File: src/timer16_pkg.sv
package timer16_pkg;

	// ----------------------------------------
	// APB carrier
	// ----------------------------------------
	localparam int ADDR_W = 8;
	localparam int DATA_W = 32;

	typedef struct packed {
		logic psel;
		logic penable;
		logic pwrite;
		logic [ADDR_W-1:0] paddr;
		logic [DATA_W-1:0] pwdata;
	} apb_req_t;

	typedef struct packed {
		logic pready;
		logic pslverr;
		logic [DATA_W-1:0] prdata;
	} apb_rsp_t;

	// ----------------------------------------
	// Register byte addresses
	// ----------------------------------------
	localparam logic [ADDR_W-1:0] OFF_CR1 = 8'h00;
	localparam logic [ADDR_W-1:0] OFF_CR2 = 8'h04;
	localparam logic [ADDR_W-1:0] OFF_SR = 8'h08;
	localparam logic [ADDR_W-1:0] OFF_IC1H = 8'h0C;
	localparam logic [ADDR_W-1:0] OFF_IC1L = 8'h10;
	localparam logic [ADDR_W-1:0] OFF_OC1H = 8'h14;
	localparam logic [ADDR_W-1:0] OFF_OC1L = 8'h18;
	localparam logic [ADDR_W-1:0] OFF_CNTH = 8'h1C;
	localparam logic [ADDR_W-1:0] OFF_CNTL = 8'h20;
	localparam logic [ADDR_W-1:0] OFF_ACNTH = 8'h24;
	localparam logic [ADDR_W-1:0] OFF_ACNTL = 8'h28;
	localparam logic [ADDR_W-1:0] OFF_IC2H = 8'h2C;
	localparam logic [ADDR_W-1:0] OFF_IC2L = 8'h30;
	localparam logic [ADDR_W-1:0] OFF_OC2H = 8'h34;
	localparam logic [ADDR_W-1:0] OFF_OC2L = 8'h38;

	// ----------------------------------------
	// First control register fields
	// ----------------------------------------
	localparam int CR1_CAPTURE_INTERRUPT_ENABLE = 7;
	localparam int CR1_COMPARE_INTERRUPT_ENABLE = 6;
	localparam int CR1_OVERFLOW_INTERRUPT_ENABLE = 5;
	localparam int CR1_OLVL2 = 2;
	localparam int CR1_IEDG1 = 1;
	localparam int CR1_OLVL1 = 0;

	// ----------------------------------------
	// Second control register fields
	// ----------------------------------------
	localparam int CR2_OC1E = 7;
	localparam int CR2_OC2E = 6;
	localparam int CR2_OPM = 5;
	localparam int CR2_PWM = 4;
	localparam int CR2_CC1 = 3;
	localparam int CR2_CC0 = 2;
	localparam int CR2_IEDG2 = 1;
	localparam int CR2_EXTERNAL_EDGE_SELECT = 0;

	// ----------------------------------------
	// Status register fields
	// ----------------------------------------
	localparam int SR_ICF1 = 7;
	localparam int SR_OCF1 = 6;
	localparam int SR_TOF = 5;
	localparam int SR_ICF2 = 4;
	localparam int SR_OCF2 = 3;

	// ----------------------------------------
	// Clock select codes and reset values
	// ----------------------------------------
	localparam logic [1:0] CLK_DIV4 = 2'h0;
	localparam logic [1:0] CLK_DIV2 = 2'h1;
	localparam logic [1:0] CLK_DIV8 = 2'h2;
	localparam logic [1:0] CLK_EXT = 2'h3;
	localparam logic [2:0] MASK_DIV2 = 3'h1;
	localparam logic [2:0] MASK_DIV4 = 3'h3;
	localparam logic [2:0] MASK_DIV8 = 3'h7;

	localparam logic [15:0] CNT_RELOAD = 16'hFFFC;
	localparam logic [15:0] CNT_MAX = 16'hFFFF;
	localparam logic [15:0] OC_RESET = 16'h8000;
	localparam logic [15:0] IC_RESET = 16'h0000;
	localparam logic [7:0] CR_RESET = 8'h00;

endpackage

File: src/timer16_capture_compare.sv
// Our own choices: the APB interface to the registers and the placing of the registers.
`timescale 1ns/1ns
`default_nettype none
// Notes on behaviour
// - Counter runs from the external pin only when both clock select bits are 1.
// - External edge select bit picks rising or falling external edge to count.
// - External count edges are resynchronised to the processor clock before use.
// - Two 16-bit capture registers latch the counter on the selected pin edge.
// - Capture registers are read-only; writes leave them unchanged.
// - Channel 1 edge bit lives in control register 1, channel 2 in 2.
// - Capture sets its flag; interrupt when enabled and processor mask clear.
// - Capture flag clears after status read with flag set, then low byte access.
// - Reading capture high byte blocks captures and flag until low byte read.
// - Every valid capture overwrites the register with the latest counter value.
// - In one pulse or PWM mode only capture channel 2 captures.
// - Capture pins always reach capture logic, even when driven by software.
// - Both 16-bit compare registers are compared with the counter each timer tick.
// - Compare registers are software read/write, untouched by hardware, reset 8000h.
// - Match sets compare flag, drives programmed level, interrupts when enabled.
// - Compare pin latches are held low during reset.
// - Compare flag clears after status read with flag set, then low byte access.
// - Writing compare high byte suspends compare until its low byte is written.
// - With output enable clear, match drives no pin but still flags and interrupts.
// - Divide-by-2 matches at value; other clocks match at value plus 1.
// - Free-running counter resets to FFFCh; writing either low byte reloads FFFCh.
// - Rollover FFFFh to 0000h sets overflow flag; interrupts when enabled.

module timer16_capture_compare (
	input wire logic sys_clk,
	input wire logic srst,
	input wire logic clkEn,
	input wire timer16_pkg::apb_req_t apbReq,
	output timer16_pkg::apb_rsp_t apbRsp,
	input wire logic [1:0] captureInputPin,
	input wire logic externalClockPin,
	input wire logic cpuIntMask,
	output logic [1:0] compareOutputPin,
	output logic [1:0] compareOutputOeN,
	output logic timerIrq
);
	import timer16_pkg::*;

	// ----------------------------------------
	// Helpers
	// ----------------------------------------
	function automatic logic [15:0] setByte(input logic [15:0] v, input logic hi, input logic [7:0] b);
		setByte = hi ? {b, v[7:0]} : {v[15:8], b};
	endfunction

	function automatic logic edgeSeen(input logic cur, input logic prev, input logic rising);
		edgeSeen = rising ? (cur & ~prev) : (~cur & prev);
	endfunction

	// ----------------------------------------
	// State
	// ----------------------------------------
	logic [7:0] cr1_r, cr1_nxt, cr2_r, cr2_nxt;
	logic [15:0] cnt_r, cnt_nxt;
	logic [2:0] presc_r, presc_nxt;
	logic extS1_r, extS2_r, extS3_r;
	logic [1:0] capPrev_r;
	logic [15:0] icVal_r [2];
	logic [15:0] icVal_nxt [2];
	logic [15:0] ocVal_r [2];
	logic [15:0] ocVal_nxt [2];
	logic [1:0] icLock_r, icLock_nxt, ocSusp_r, ocSusp_nxt;
	logic [1:0] icf_r, icf_nxt, ocf_r, ocf_nxt;
	logic [1:0] icArm_r, icArm_nxt, ocArm_r, ocArm_nxt;
	logic tof_r, tof_nxt, tofArm_r, tofArm_nxt;
	logic [7:0] cntBuf_r, cntBuf_nxt;
	logic cntBufV_r, cntBufV_nxt;
	logic [1:0] cmpPin_r, cmpPin_nxt, cmpOeN_r, cmpOeN_nxt;
	logic irq_r, irq_nxt;
	logic pready_r, pready_nxt, pslverr_r, pslverr_nxt;
	logic [31:0] prdata_r, prdata_nxt;

	// ----------------------------------------
	// Decode
	// ----------------------------------------
	logic access, wrEn, rdDone, mapped;
	logic [1:0] clkSel;
	logic [2:0] prescMask;
	logic tick, extEdge;
	logic [15:0] cntInc;
	logic [1:0] capEdge, capHit, cmpHit;
	logic pulseMode;
	logic [7:0] srView, rdByte;
	logic [7:0] wb;

	always_comb begin
		access = apbReq.psel & apbReq.penable & pready_r;
		wrEn = access & apbReq.pwrite;
		rdDone = access & ~apbReq.pwrite;
		wb = apbReq.pwdata[7:0];
		clkSel = {cr2_r[CR2_CC1], cr2_r[CR2_CC0]};
		pulseMode = cr2_r[CR2_OPM] | cr2_r[CR2_PWM];
		case (clkSel)
			CLK_DIV2: prescMask = MASK_DIV2;
			CLK_DIV4: prescMask = MASK_DIV4;
			CLK_DIV8: prescMask = MASK_DIV8;
			default: prescMask = MASK_DIV2;
		endcase
		// Edge taken from the resynchronised copies only
		extEdge = edgeSeen(extS2_r, extS3_r, cr2_r[CR2_EXTERNAL_EDGE_SELECT]);
		if (clkSel == CLK_EXT) begin
			tick = extEdge;
		end else begin
			tick = (presc_r & prescMask) == prescMask;
		end
		cntInc = cnt_r + 16'h0001;
		// Pins feed the edge detectors whatever their port direction
		capEdge[0] = edgeSeen(captureInputPin[0], capPrev_r[0], cr1_r[CR1_IEDG1]);
		capEdge[1] = edgeSeen(captureInputPin[1], capPrev_r[1], cr2_r[CR2_IEDG2]);
		capHit[0] = capEdge[0] & ~icLock_r[0] & ~pulseMode;
		capHit[1] = capEdge[1] & ~icLock_r[1];
		for (int i = 0; i < 2; i++) begin
			// Slow clocks see the match one count late
			if (clkSel == CLK_DIV2) begin
				cmpHit[i] = tick & ~ocSusp_r[i] & (cntInc == ocVal_r[i]);
			end else begin
				cmpHit[i] = tick & ~ocSusp_r[i] & (cnt_r == ocVal_r[i]);
			end
		end
		srView = 8'h00;
		srView[SR_ICF1] = icf_r[0];
		srView[SR_OCF1] = ocf_r[0];
		srView[SR_TOF] = tof_r;
		srView[SR_ICF2] = icf_r[1];
		srView[SR_OCF2] = ocf_r[1];
		mapped = 1'b1;
		case (apbReq.paddr)
			OFF_CR1: rdByte = cr1_r;
			OFF_CR2: rdByte = cr2_r;
			OFF_SR: rdByte = srView;
			OFF_IC1H: rdByte = icVal_r[0][15:8];
			OFF_IC1L: rdByte = icVal_r[0][7:0];
			OFF_IC2H: rdByte = icVal_r[1][15:8];
			OFF_IC2L: rdByte = icVal_r[1][7:0];
			OFF_OC1H: rdByte = ocVal_r[0][15:8];
			OFF_OC1L: rdByte = ocVal_r[0][7:0];
			OFF_OC2H: rdByte = ocVal_r[1][15:8];
			OFF_OC2L: rdByte = ocVal_r[1][7:0];
			OFF_CNTH: rdByte = cnt_r[15:8];
			OFF_ACNTH: rdByte = cnt_r[15:8];
			OFF_CNTL: rdByte = cntBufV_r ? cntBuf_r : cnt_r[7:0];
			OFF_ACNTL: rdByte = cntBufV_r ? cntBuf_r : cnt_r[7:0];
			default: begin
				rdByte = 8'h00;
				mapped = 1'b0;
			end
		endcase
	end

	// ----------------------------------------
	// APB slave: one wait cycle, answer registered
	// ----------------------------------------
	always_comb begin
		pready_nxt = apbReq.psel & apbReq.penable & ~pready_r;
		prdata_nxt = prdata_r;
		pslverr_nxt = 1'b0;
		if (pready_nxt) begin
			prdata_nxt = {24'h000000, apbReq.pwrite ? 8'h00 : rdByte};
			pslverr_nxt = ~mapped;
		end
	end

	// ----------------------------------------
	// Timer core
	// ----------------------------------------
	always_comb begin
		cr1_nxt = cr1_r;
		cr2_nxt = cr2_r;
		presc_nxt = presc_r + 3'h1;
		cnt_nxt = tick ? cntInc : cnt_r;
		icLock_nxt = icLock_r;
		ocSusp_nxt = ocSusp_r;
		icArm_nxt = icArm_r;
		ocArm_nxt = ocArm_r;
		tofArm_nxt = tofArm_r;
		icf_nxt = icf_r;
		ocf_nxt = ocf_r;
		tof_nxt = tof_r;
		cntBuf_nxt = cntBuf_r;
		cntBufV_nxt = cntBufV_r;
		cmpPin_nxt = cmpPin_r;
		for (int i = 0; i < 2; i++) begin
			icVal_nxt[i] = icVal_r[i];
			ocVal_nxt[i] = ocVal_r[i];
		end

		// Status read arms the capture flags that software saw, and any compare or overflow flag now set
		if (rdDone && apbReq.paddr == OFF_SR) begin
			icArm_nxt = icArm_r | {prdata_nxt[SR_ICF2], prdata_nxt[SR_ICF1]} & {icf_r[1], icf_r[0]};
			ocArm_nxt = ocArm_r | {ocf_r[1], ocf_r[0]};
			tofArm_nxt = tofArm_r | tof_r;
		end

		if (wrEn) begin
			case (apbReq.paddr)
				OFF_CR1: cr1_nxt = wb;
				OFF_CR2: cr2_nxt = wb;
				OFF_OC1H: begin
					ocVal_nxt[0] = setByte(ocVal_r[0], 1'b1, wb);
					ocSusp_nxt[0] = 1'b1;
				end
				OFF_OC1L: begin
					ocVal_nxt[0] = setByte(ocVal_r[0], 1'b0, wb);
					ocSusp_nxt[0] = 1'b0;
				end
				OFF_OC2H: begin
					ocVal_nxt[1] = setByte(ocVal_r[1], 1'b1, wb);
					ocSusp_nxt[1] = 1'b1;
				end
				OFF_OC2L: begin
					ocVal_nxt[1] = setByte(ocVal_r[1], 1'b0, wb);
					ocSusp_nxt[1] = 1'b0;
				end
				OFF_CNTL, OFF_ACNTL: begin
					cnt_nxt = CNT_RELOAD;
					presc_nxt = 3'h0;
				end
				default: ;
			endcase
		end

		// Capture high read locks the channel; the low read releases it
		if (rdDone) begin
			case (apbReq.paddr)
				OFF_IC1H: icLock_nxt[0] = 1'b1;
				OFF_IC1L: icLock_nxt[0] = 1'b0;
				OFF_IC2H: icLock_nxt[1] = 1'b1;
				OFF_IC2L: icLock_nxt[1] = 1'b0;
				OFF_CNTH, OFF_ACNTH: begin
					if (!cntBufV_r) begin
						cntBuf_nxt = cnt_r[7:0];
						cntBufV_nxt = 1'b1;
					end
				end
				OFF_CNTL, OFF_ACNTL: cntBufV_nxt = 1'b0;
				default: ;
			endcase
		end

		// Two-step clears; a same-cycle set below overrides them
		if (access && icArm_r[0] && apbReq.paddr == OFF_IC1L) begin
			icf_nxt[0] = 1'b0;
			icArm_nxt[0] = 1'b0;
		end
		if (access && icArm_r[1] && apbReq.paddr == OFF_IC2L) begin
			icf_nxt[1] = 1'b0;
			icArm_nxt[1] = 1'b0;
		end
		if (access && ocArm_r[0] && apbReq.paddr == OFF_OC1L) begin
			ocf_nxt[0] = 1'b0;
			ocArm_nxt[0] = 1'b0;
		end
		if (access && ocArm_r[1] && apbReq.paddr == OFF_OC2L) begin
			ocf_nxt[1] = 1'b0;
			ocArm_nxt[1] = 1'b0;
		end
		if (access && tofArm_r && apbReq.paddr == OFF_CNTL) begin
			tof_nxt = 1'b0;
			tofArm_nxt = 1'b0;
		end

		for (int i = 0; i < 2; i++) begin
			if (capHit[i]) begin
				icVal_nxt[i] = cnt_r;
				icf_nxt[i] = 1'b1;
			end
			if (cmpHit[i]) begin
				ocf_nxt[i] = 1'b1;
			end
		end
		if (cmpHit[0] && cr2_r[CR2_OC1E]) begin
			cmpPin_nxt[0] = cr1_r[CR1_OLVL1];
		end
		if (cmpHit[1] && cr2_r[CR2_OC2E]) begin
			cmpPin_nxt[1] = cr1_r[CR1_OLVL2];
		end
		if (tick && cnt_r == CNT_MAX) begin
			tof_nxt = 1'b1;
		end

		cmpOeN_nxt = ~{cr2_nxt[CR2_OC2E], cr2_nxt[CR2_OC1E]};
		// Pending flags keep requesting until enable and mask allow
		irq_nxt = ~cpuIntMask & ((cr1_r[CR1_CAPTURE_INTERRUPT_ENABLE] & (|icf_r)) | (cr1_r[CR1_COMPARE_INTERRUPT_ENABLE] & (|ocf_r))
			| (cr1_r[CR1_OVERFLOW_INTERRUPT_ENABLE] & tof_r));
	end

	// ----------------------------------------
	// Registers
	// ----------------------------------------
	always_ff @(posedge sys_clk) begin
		if (srst) begin
			cr1_r <= CR_RESET;
			cr2_r <= CR_RESET;
			cnt_r <= CNT_RELOAD;
			presc_r <= 3'h0;
			extS1_r <= 1'b0;
			extS2_r <= 1'b0;
			extS3_r <= 1'b0;
			capPrev_r <= 2'h0;
			for (int i = 0; i < 2; i++) begin
				icVal_r[i] <= IC_RESET;
				ocVal_r[i] <= OC_RESET;
			end
			icLock_r <= 2'h0;
			ocSusp_r <= 2'h0;
			icf_r <= 2'h0;
			ocf_r <= 2'h0;
			icArm_r <= 2'h0;
			ocArm_r <= 2'h0;
			tof_r <= 1'b0;
			tofArm_r <= 1'b0;
			cntBuf_r <= 8'h00;
			cntBufV_r <= 1'b0;
			cmpPin_r <= 2'h0;
			cmpOeN_r <= 2'h3;
			irq_r <= 1'b0;
			pready_r <= 1'b0;
			pslverr_r <= 1'b0;
			prdata_r <= 32'h00000000;
		end else if (clkEn) begin
			cr1_r <= cr1_nxt;
			cr2_r <= cr2_nxt;
			cnt_r <= cnt_nxt;
			presc_r <= presc_nxt;
			extS1_r <= externalClockPin;
			extS2_r <= extS1_r;
			extS3_r <= extS2_r;
			capPrev_r <= captureInputPin;
			for (int i = 0; i < 2; i++) begin
				icVal_r[i] <= icVal_nxt[i];
				ocVal_r[i] <= ocVal_nxt[i];
			end
			icLock_r <= icLock_nxt;
			ocSusp_r <= ocSusp_nxt;
			icf_r <= icf_nxt;
			ocf_r <= ocf_nxt;
			icArm_r <= icArm_nxt;
			ocArm_r <= ocArm_nxt;
			tof_r <= tof_nxt;
			tofArm_r <= tofArm_nxt;
			cntBuf_r <= cntBuf_nxt;
			cntBufV_r <= cntBufV_nxt;
			cmpPin_r <= cmpPin_nxt;
			cmpOeN_r <= cmpOeN_nxt;
			irq_r <= irq_nxt;
			pready_r <= pready_nxt;
			pslverr_r <= pslverr_nxt;
			prdata_r <= prdata_nxt;
		end
	end

	// ----------------------------------------
	// Outputs
	// ----------------------------------------
	always_comb begin
		apbRsp.pready = pready_r;
		apbRsp.pslverr = pslverr_r;
		apbRsp.prdata = prdata_r;
		compareOutputPin = cmpPin_r;
		compareOutputOeN = cmpOeN_r;
		timerIrq = irq_r;
	end

endmodule
`default_nettype wire

File: config.mk
export PLATFORM = sky130hd
export DESIGN_NAME = timer16_capture_compare
export DESIGN_NICKNAME = d
export VERILOG_FILES = /design/src/timer16_pkg.sv /design/src/timer16_capture_compare.sv
export SDC_FILE = /design/constraint.sdc
export NUM_CORES = 1
export LEC_CHECK = 0
export BUFFER_PORTS_ARGS = -buffer_cell sky130_fd_sc_hd__buf_2
export CAP_MARGIN = 15
export CORE_ASPECT_RATIO = 0.8
export CORE_MARGIN = 2
export CORE_UTILIZATION = 45
export CTS_BUF_LIST = sky130_fd_sc_hd__clkbuf_4
export CTS_CLUSTER_DIAMETER = 120
export DETAILED_ROUTE_END_ITERATION = 10
export MAX_ROUTING_LAYER = met4
export SETUP_SLACK_MARGIN = 0.05
export SYNTH_ARGS = -nofsm -noshare
export SYNTH_HDL_FRONTEND = slang
export SYNTH_SLANG_ARGS = --single-unit
File: constraint.sdc
create_clock -name sys_clk -period 4.5 [get_ports sys_clk]
set_input_delay 0.45 -clock sys_clk [delete_from_list [all_inputs] [get_ports sys_clk]]
set_output_delay 0.45 -clock sys_clk [all_outputs]
set_load 0.005 [all_outputs]
Yosys cells after proc, flatten, opt, wreduce, memory -nomap -nowiden
Memories as Yosys holds them, arrays and structs flattened.
Cells that the tools add are included.
Widths: inputs -> output; s select.
- register bits: 78
- bits in writable memories: 64
- input port bits: 50
- word-level logic and storage cells: 226
- memories kept: 2
- memories (name ; words ; width ; rd ports ; clocked after memory_dff ; write ports ; RTL line ; RTL):
    icVal_r ; 2 ; 16 ; 2 ; 0 ; 2 ; timer16_capture_compare.sv:62 ; logic [15:0] icVal_r [2];
    ocVal_r ; 2 ; 16 ; 2 ; 0 ; 2 ; timer16_capture_compare.sv:64 ; logic [15:0] ocVal_r [2];
- add/subtract/negate cells: 2
- equality and inequality tests: 23
- muxes and demuxes: 57
- bitwise gates (word level): 52
- reduce and logical (&&, ||, !) cells: 57
- operators by type and width (operator ; count):
    $mux 16 ; 9
    $pmux 8 s13 ; 1
    $eq 16x16->1 ; 4
    $pmux 16 s2 ; 2
    $eq 8x6->1 const B ; 7
    $mux 8 ; 5
    $eq 8x5->1 const B ; 4
    $mux 32 ; 1
    $reduce_bool 2->1 ; 15
    $mux 1 ; 29
    $reduce_and 2->1 ; 13
    $and 1x1->1 ; 24
    $reduce_and 3->1 ; 8
    $add 16x1->16 const B ; 1
    $eq 16x16->1 const B ; 1
    $eq 8x4->1 const B ; 2
    $not 1->1 ; 15
    $reduce_or 15->1 ; 1
    $logic_and 1x1->1 ; 14
    $pmux 1 s2 ; 5
    $eq 8x3->1 const B ; 1
    $logic_not 8->1 ; 1
    $or 1x1->1 ; 8
    $reduce_or 2->1 ; 4
    12 further kinds ; 16

Longest topological paths before layout
- word-level depth: 10
- mapped depth: 10

Least setup slack after synthesis
Ideal clock, no wire load.
- path kind: input port to flip-flop
- start: in apbReq[33] in the netlist's numbering
- end: mem ocVal_r[1][0], in the netlist ocVal_r[0][16], enable pin
- library setup time: 333 ps
- arrival: 2066 ps
- data required time: 4167 ps
- setup slack: 2101 ps
- stages on the path: 7
- path buffers: 3
- cells stage by stage: clkbuf_1 nor3_1 and3_1 clkbuf_1 buf_2 nand2_1 nand2_1
- RTL lines (what ; RTL line ; RTL):
    start: declaration ; timer16_capture_compare.sv:32 ; input wire timer16_pkg::apb_req_t apbReq,
    end: declaration ; timer16_capture_compare.sv:64 ;

Worst setup path after layout
- start: reg cnt_r[1]
- end: reg ocf_r[1]
- word-level cells in the longest chain between the ends: 6
- RTL lines (what ; RTL line ; RTL):
    start: declaration ; timer16_capture_compare.sv:58 ; logic [15:0] cnt_r, cnt_nxt;
    start signal: assignment ; timer16_capture_compare.sv:327 ; cnt_r <= cnt_nxt;
    $add 16x1->16 ; timer16_capture_compare.sv:110 ; cntInc = cnt_r + 16'h0001;
    $eq 16x16->1 ; timer16_capture_compare.sv:119 ; cmpHit[i] = tick & ~ocSusp_r[i] & (cntInc == ocVal_r[i]);
    $and 1x1->1 ; timer16_capture_compare.sv:119 ;
    $mux 1 (*) ; timer16_capture_compare.sv:118 ; if (clkSel == CLK_DIV2) begin
    $reduce_bool 2->1 (no line) ; - ;
    $reduce_and 2->1 (no line) ; - ;
    end signal: assignment ; timer16_capture_compare.sv:340 ; ocf_r <= ocf_nxt;
    end: declaration ; timer16_capture_compare.sv:67 ; logic [1:0] icf_r, icf_nxt, ocf_r, ocf_nxt;
Every way passes the cells marked *; elsewhere a longest branch is shown, timed or not.
A chain may end at the register's enable or synchronous reset.

==> run_results.csv <==
group,metric,value,unit
run_status,status,"completed",
synthesis,synth_area_leader_cell,"edfxtp_1",
routing,viasPerCell,6.20,
critical_path,crit_chain,"ha_1, nand3b_1, or2_2, a311oi_1, nand4_1, nor4_1, o211ai_1, a21oi_1",
sta,setup_tns,0,ps
run,maxCapViolations,0,
floorplanning,initial_core_util,0.461,
critical_path,crit_fanout,11,
sta,tightest_slew,861,ps
routing,drt_iter0_markers,1163,
place,port_buffers,40,
grt,grt_max_degree,39,
floorplanning,ioPinCount,89,
synthesis,synthTopCellsByArea,"edfxtp_1 25%, dfxtp_1 20%, nand2_1 5.3%",
sta,fmax,0.291,GHz
critical_path,crit_path_end_kind,"register",
synthesis,synth_edf_count,64,
finish,multiInputGateArea,0.00380,mm^2
synthesis,async_flop_share,0,
sta,fin_crit,3440,ps
synthesis,syn_inst,827,
clocking,path_clk_slew,130,ps
sta,hold_violations,0,
finish,fin_nets,892,
synthesis,seq_area_frac_synth,0.455,
routing,drt_wl_total,24900,um
synthesis,syn_area_per_cell,9.25,um^2
clocking,clk_path_buf_depth,2,
finish,area_growth,7.38,%
clocking,cts_tree,"yes",
critical_path,crit_arrival,3930,ps
power,power_density,317,mW/mm^2
finish,drive_gt1_frac,0.125,
clocking,cts.sinks,142,
sta,slew_headroom,0.421,
routing,wl_per_cell,23.2,um
finish,n_antenna_cell,0,
synthesis,ys_ff_latch,142,
power,power_leakage,2.92,nW
critical_path,cp-start-kind,"register",
critical_path,crit_buf_inv,0,
min_path,hold_path.class,"in -> reg",
grt,grt_pass1_wl,37200,um
synthesis,netlist.area_leader.share,0.251,
clocking,clk_latency,570,ps
clocking,ctsHoldBuffers,0,
finish,stdcell_area,0.00821,mm^2
floorplanning,core-area,0.0166,mm^2
synthesis,synth_ff_type,"dfxtp_1",
synthesis,synth.distinct_cells,67,
routing,drt.antenna.violating_nets,0,
sta,finalCritPeriodShare,0.763,
synthesis,syn-cell-area,0.00765,mm^2
clocking,ctsResizeCount,0,
finish,fillCellCount,1599,
grt,grt_overflow,0,
grt,grt_antenna_before_repair,0,
power,irDropWorstVdd,0.000177,V
floorplanning,die_area,0.0181,mm^2
synthesis,ys_warn_count,0,
place,globalplace.congestion,0.954,
sta,drv_slew,0,
sta,setup_viol_count_final,0,
sta,clock_skew,27.8,ps
critical_path,crit_type,"reg -> reg",
sta,rsz0062_at_grt,"false",
routing,route.detailed.drc,0,
clocking,cts_root_buf,"clkbuf_4",
floorplanning,die_y,121,um
critical_path,cp_slowest_cell,"nor4_1",
place,place_area,0.00785,mm^2
critical_path,cp.required,4990,ps
floorplanning,die_w,150,um
finish,seqCellArea,0.00348,mm^2
grt,grt_pass1_vias,5950,
place,place_hpwl,18000,um
clocking,cts_setup_buffers,0,
routing,dr_total_vias,6654,
grt,grtUsageTotal,0.290,
clocking,numCtsBuffers,17,
critical_path,cpLargestDelayFamily,"simple AND/OR/NAND/NOR gates",
routing,first_pass_iters,7,
floorplanning,rows,42,
clocking,htreeDepth,4,
critical_path,cpPeakStageDelay,770,ps
==> Yosys cell counts (all sizes together), types with 5 or more instances <==
master / number
nor3: 12
dfxtp: 78
a222oi: 8
nand3b: 9
and4: 5
nand2b: 8
nand4: 21
and2: 7
o21ai: 30
mux2i: 21
a31oi: 9
xor2: 15
nor2: 72
nand2: 107
buf: 44
edfxtp: 64
or3b: 5
xnor2: 32
and3: 21
clkbuf: 35
a211oi: 7
nand3: 45
a22oi: 28
nor4: 14
inv: 7
a21oi: 57
or2: 6
==> sequential cells by signal, indices dropped and copies added (netlist names), 3 cells and up <==
register / cells
cnt_r: 16
ocVal_r: 32
icVal_r: 32
presc_r: 3
cntBuf_r: 8
cr2_r: 8
prdata_r: 8
cr1_r: 8
==> worst reg2reg max path, delay by kind of cell (launching register included) <==
kind / cells / cell delay [ps]
flops: 1 / 660
compound gates: 3 / 750
fa+ha+maj: 1 / 410
simple gates: 4 / 1570
==> final cells by class <==
| class | instances | share of cell area |
|---|---|---|
| inverter | 8 | 0.00366 |
| sequential | 142 | 0.424 |
| timing repair buffer | 50 | 0.0335 |
| clock inverter | 13 | 0.0254 |
| tap | 220 | 0.0335 |
| multi-input combinational | 621 | 0.462 |
| clock buffer | 19 | 0.0174 |
==> kinds of logic after synthesis <==
| group | Yosys count | share of synthesized area |
|---|---|---|
| other | 1 | 0.000490 |
| buffers and inverters | 87 | 0.0594 |
| AO/OA/AOI/OAI | 169 | 0.144 |
| XOR/XNOR | 51 | 0.0656 |
| flip-flops | 142 | 0.455 |
| adder cells (fa/ha/maj) | 2 | 0.00327 |
| multiplexers | 21 | 0.0275 |
| AND/OR/NAND/NOR | 354 | 0.245 |
==> routing by layer <==
layer  vias up  part of all wire  track usage
li1       3006                 -            -
met1      3202              0.45        0.421
met2       414              0.42        0.407
met3        32              0.11       0.0698
met4         0             0.019       0.0737
met5         -                 0            -
==> worst paths after layout <==
path / slack [ps] / from / endpoint / cells after the start
max: 1060 / cnt_r[1] / ocf_r[1] / 8
max reg2reg: 1060 / cnt_r[1] / ocf_r[1] / 8
min reg2reg: 460 / prdata_r[1] / prdata_r[1] / 2
min: 130 / externalClockPin / extS1_r / 3
==> cell usage in the layout (no fill, tap or decap), types with 5 or more instances in the layout <==
master | netlist | layout
nand4_1 | 20 | 20
a22oi_1 | 28 | 28
buf_4 | 28 | 10
o21ai_0 | 30 | 30
and4_1 | 5 | 5
a211oi_1 | 6 | 6
bufinv_16 | 0 | 5
clkbuf_4 | 0 | 19
nand3_1 | 44 | 44
nor4_1 | 10 | 10
nand3b_1 | 9 | 9
dfxtp_1 | 78 | 78
a21oi_1 | 57 | 57
a31oi_1 | 9 | 9
nor2_1 | 72 | 72
a222oi_1 | 8 | 8
and3_1 | 21 | 21
and2_1 | 7 | 7
nand2_1 | 107 | 107
inv_1 | 7 | 7
or3b_2 | 5 | 5
buf_2 | 11 | 40
mux2i_1 | 21 | 21
nor3_1 | 10 | 10
nand2b_1 | 8 | 8
xor2_1 | 15 | 15
xnor2_1 | 32 | 32
edfxtp_1 | 64 | 64
or2_2 | 6 | 6
conb_1 | 1 | 24
==> power breakdown <==
part           switching (W)  internal (W)
logic               0.000108     0.0000573
clock network       0.000501      0.000514
registers          0.0000346       0.00139
total               0.000643       0.00196
==> stage by stage <==
stage / util / total power [W] / cells / setup slack (ps) / hold WS, ps
3_5_place_dp: 0.473 / 0.00161 / 1040 / 1140 / 447
4_1_cts: 0.494 / 0.00260 / 1072 / 1120 / 114
6_report: 0.495 / 0.00261 / 1073 / 1060 / 129
2_1_floorplan: - / 0.00156 / 850 / 2100 / 436
5_1_grt: 0.495 / 0.00268 / 1073 / 911 / 110
3_3_place_gp: 0.473 / 0.00161 / 1040 / 1220 / 442
Note: power is estimated with default switching activity, not from simulation.
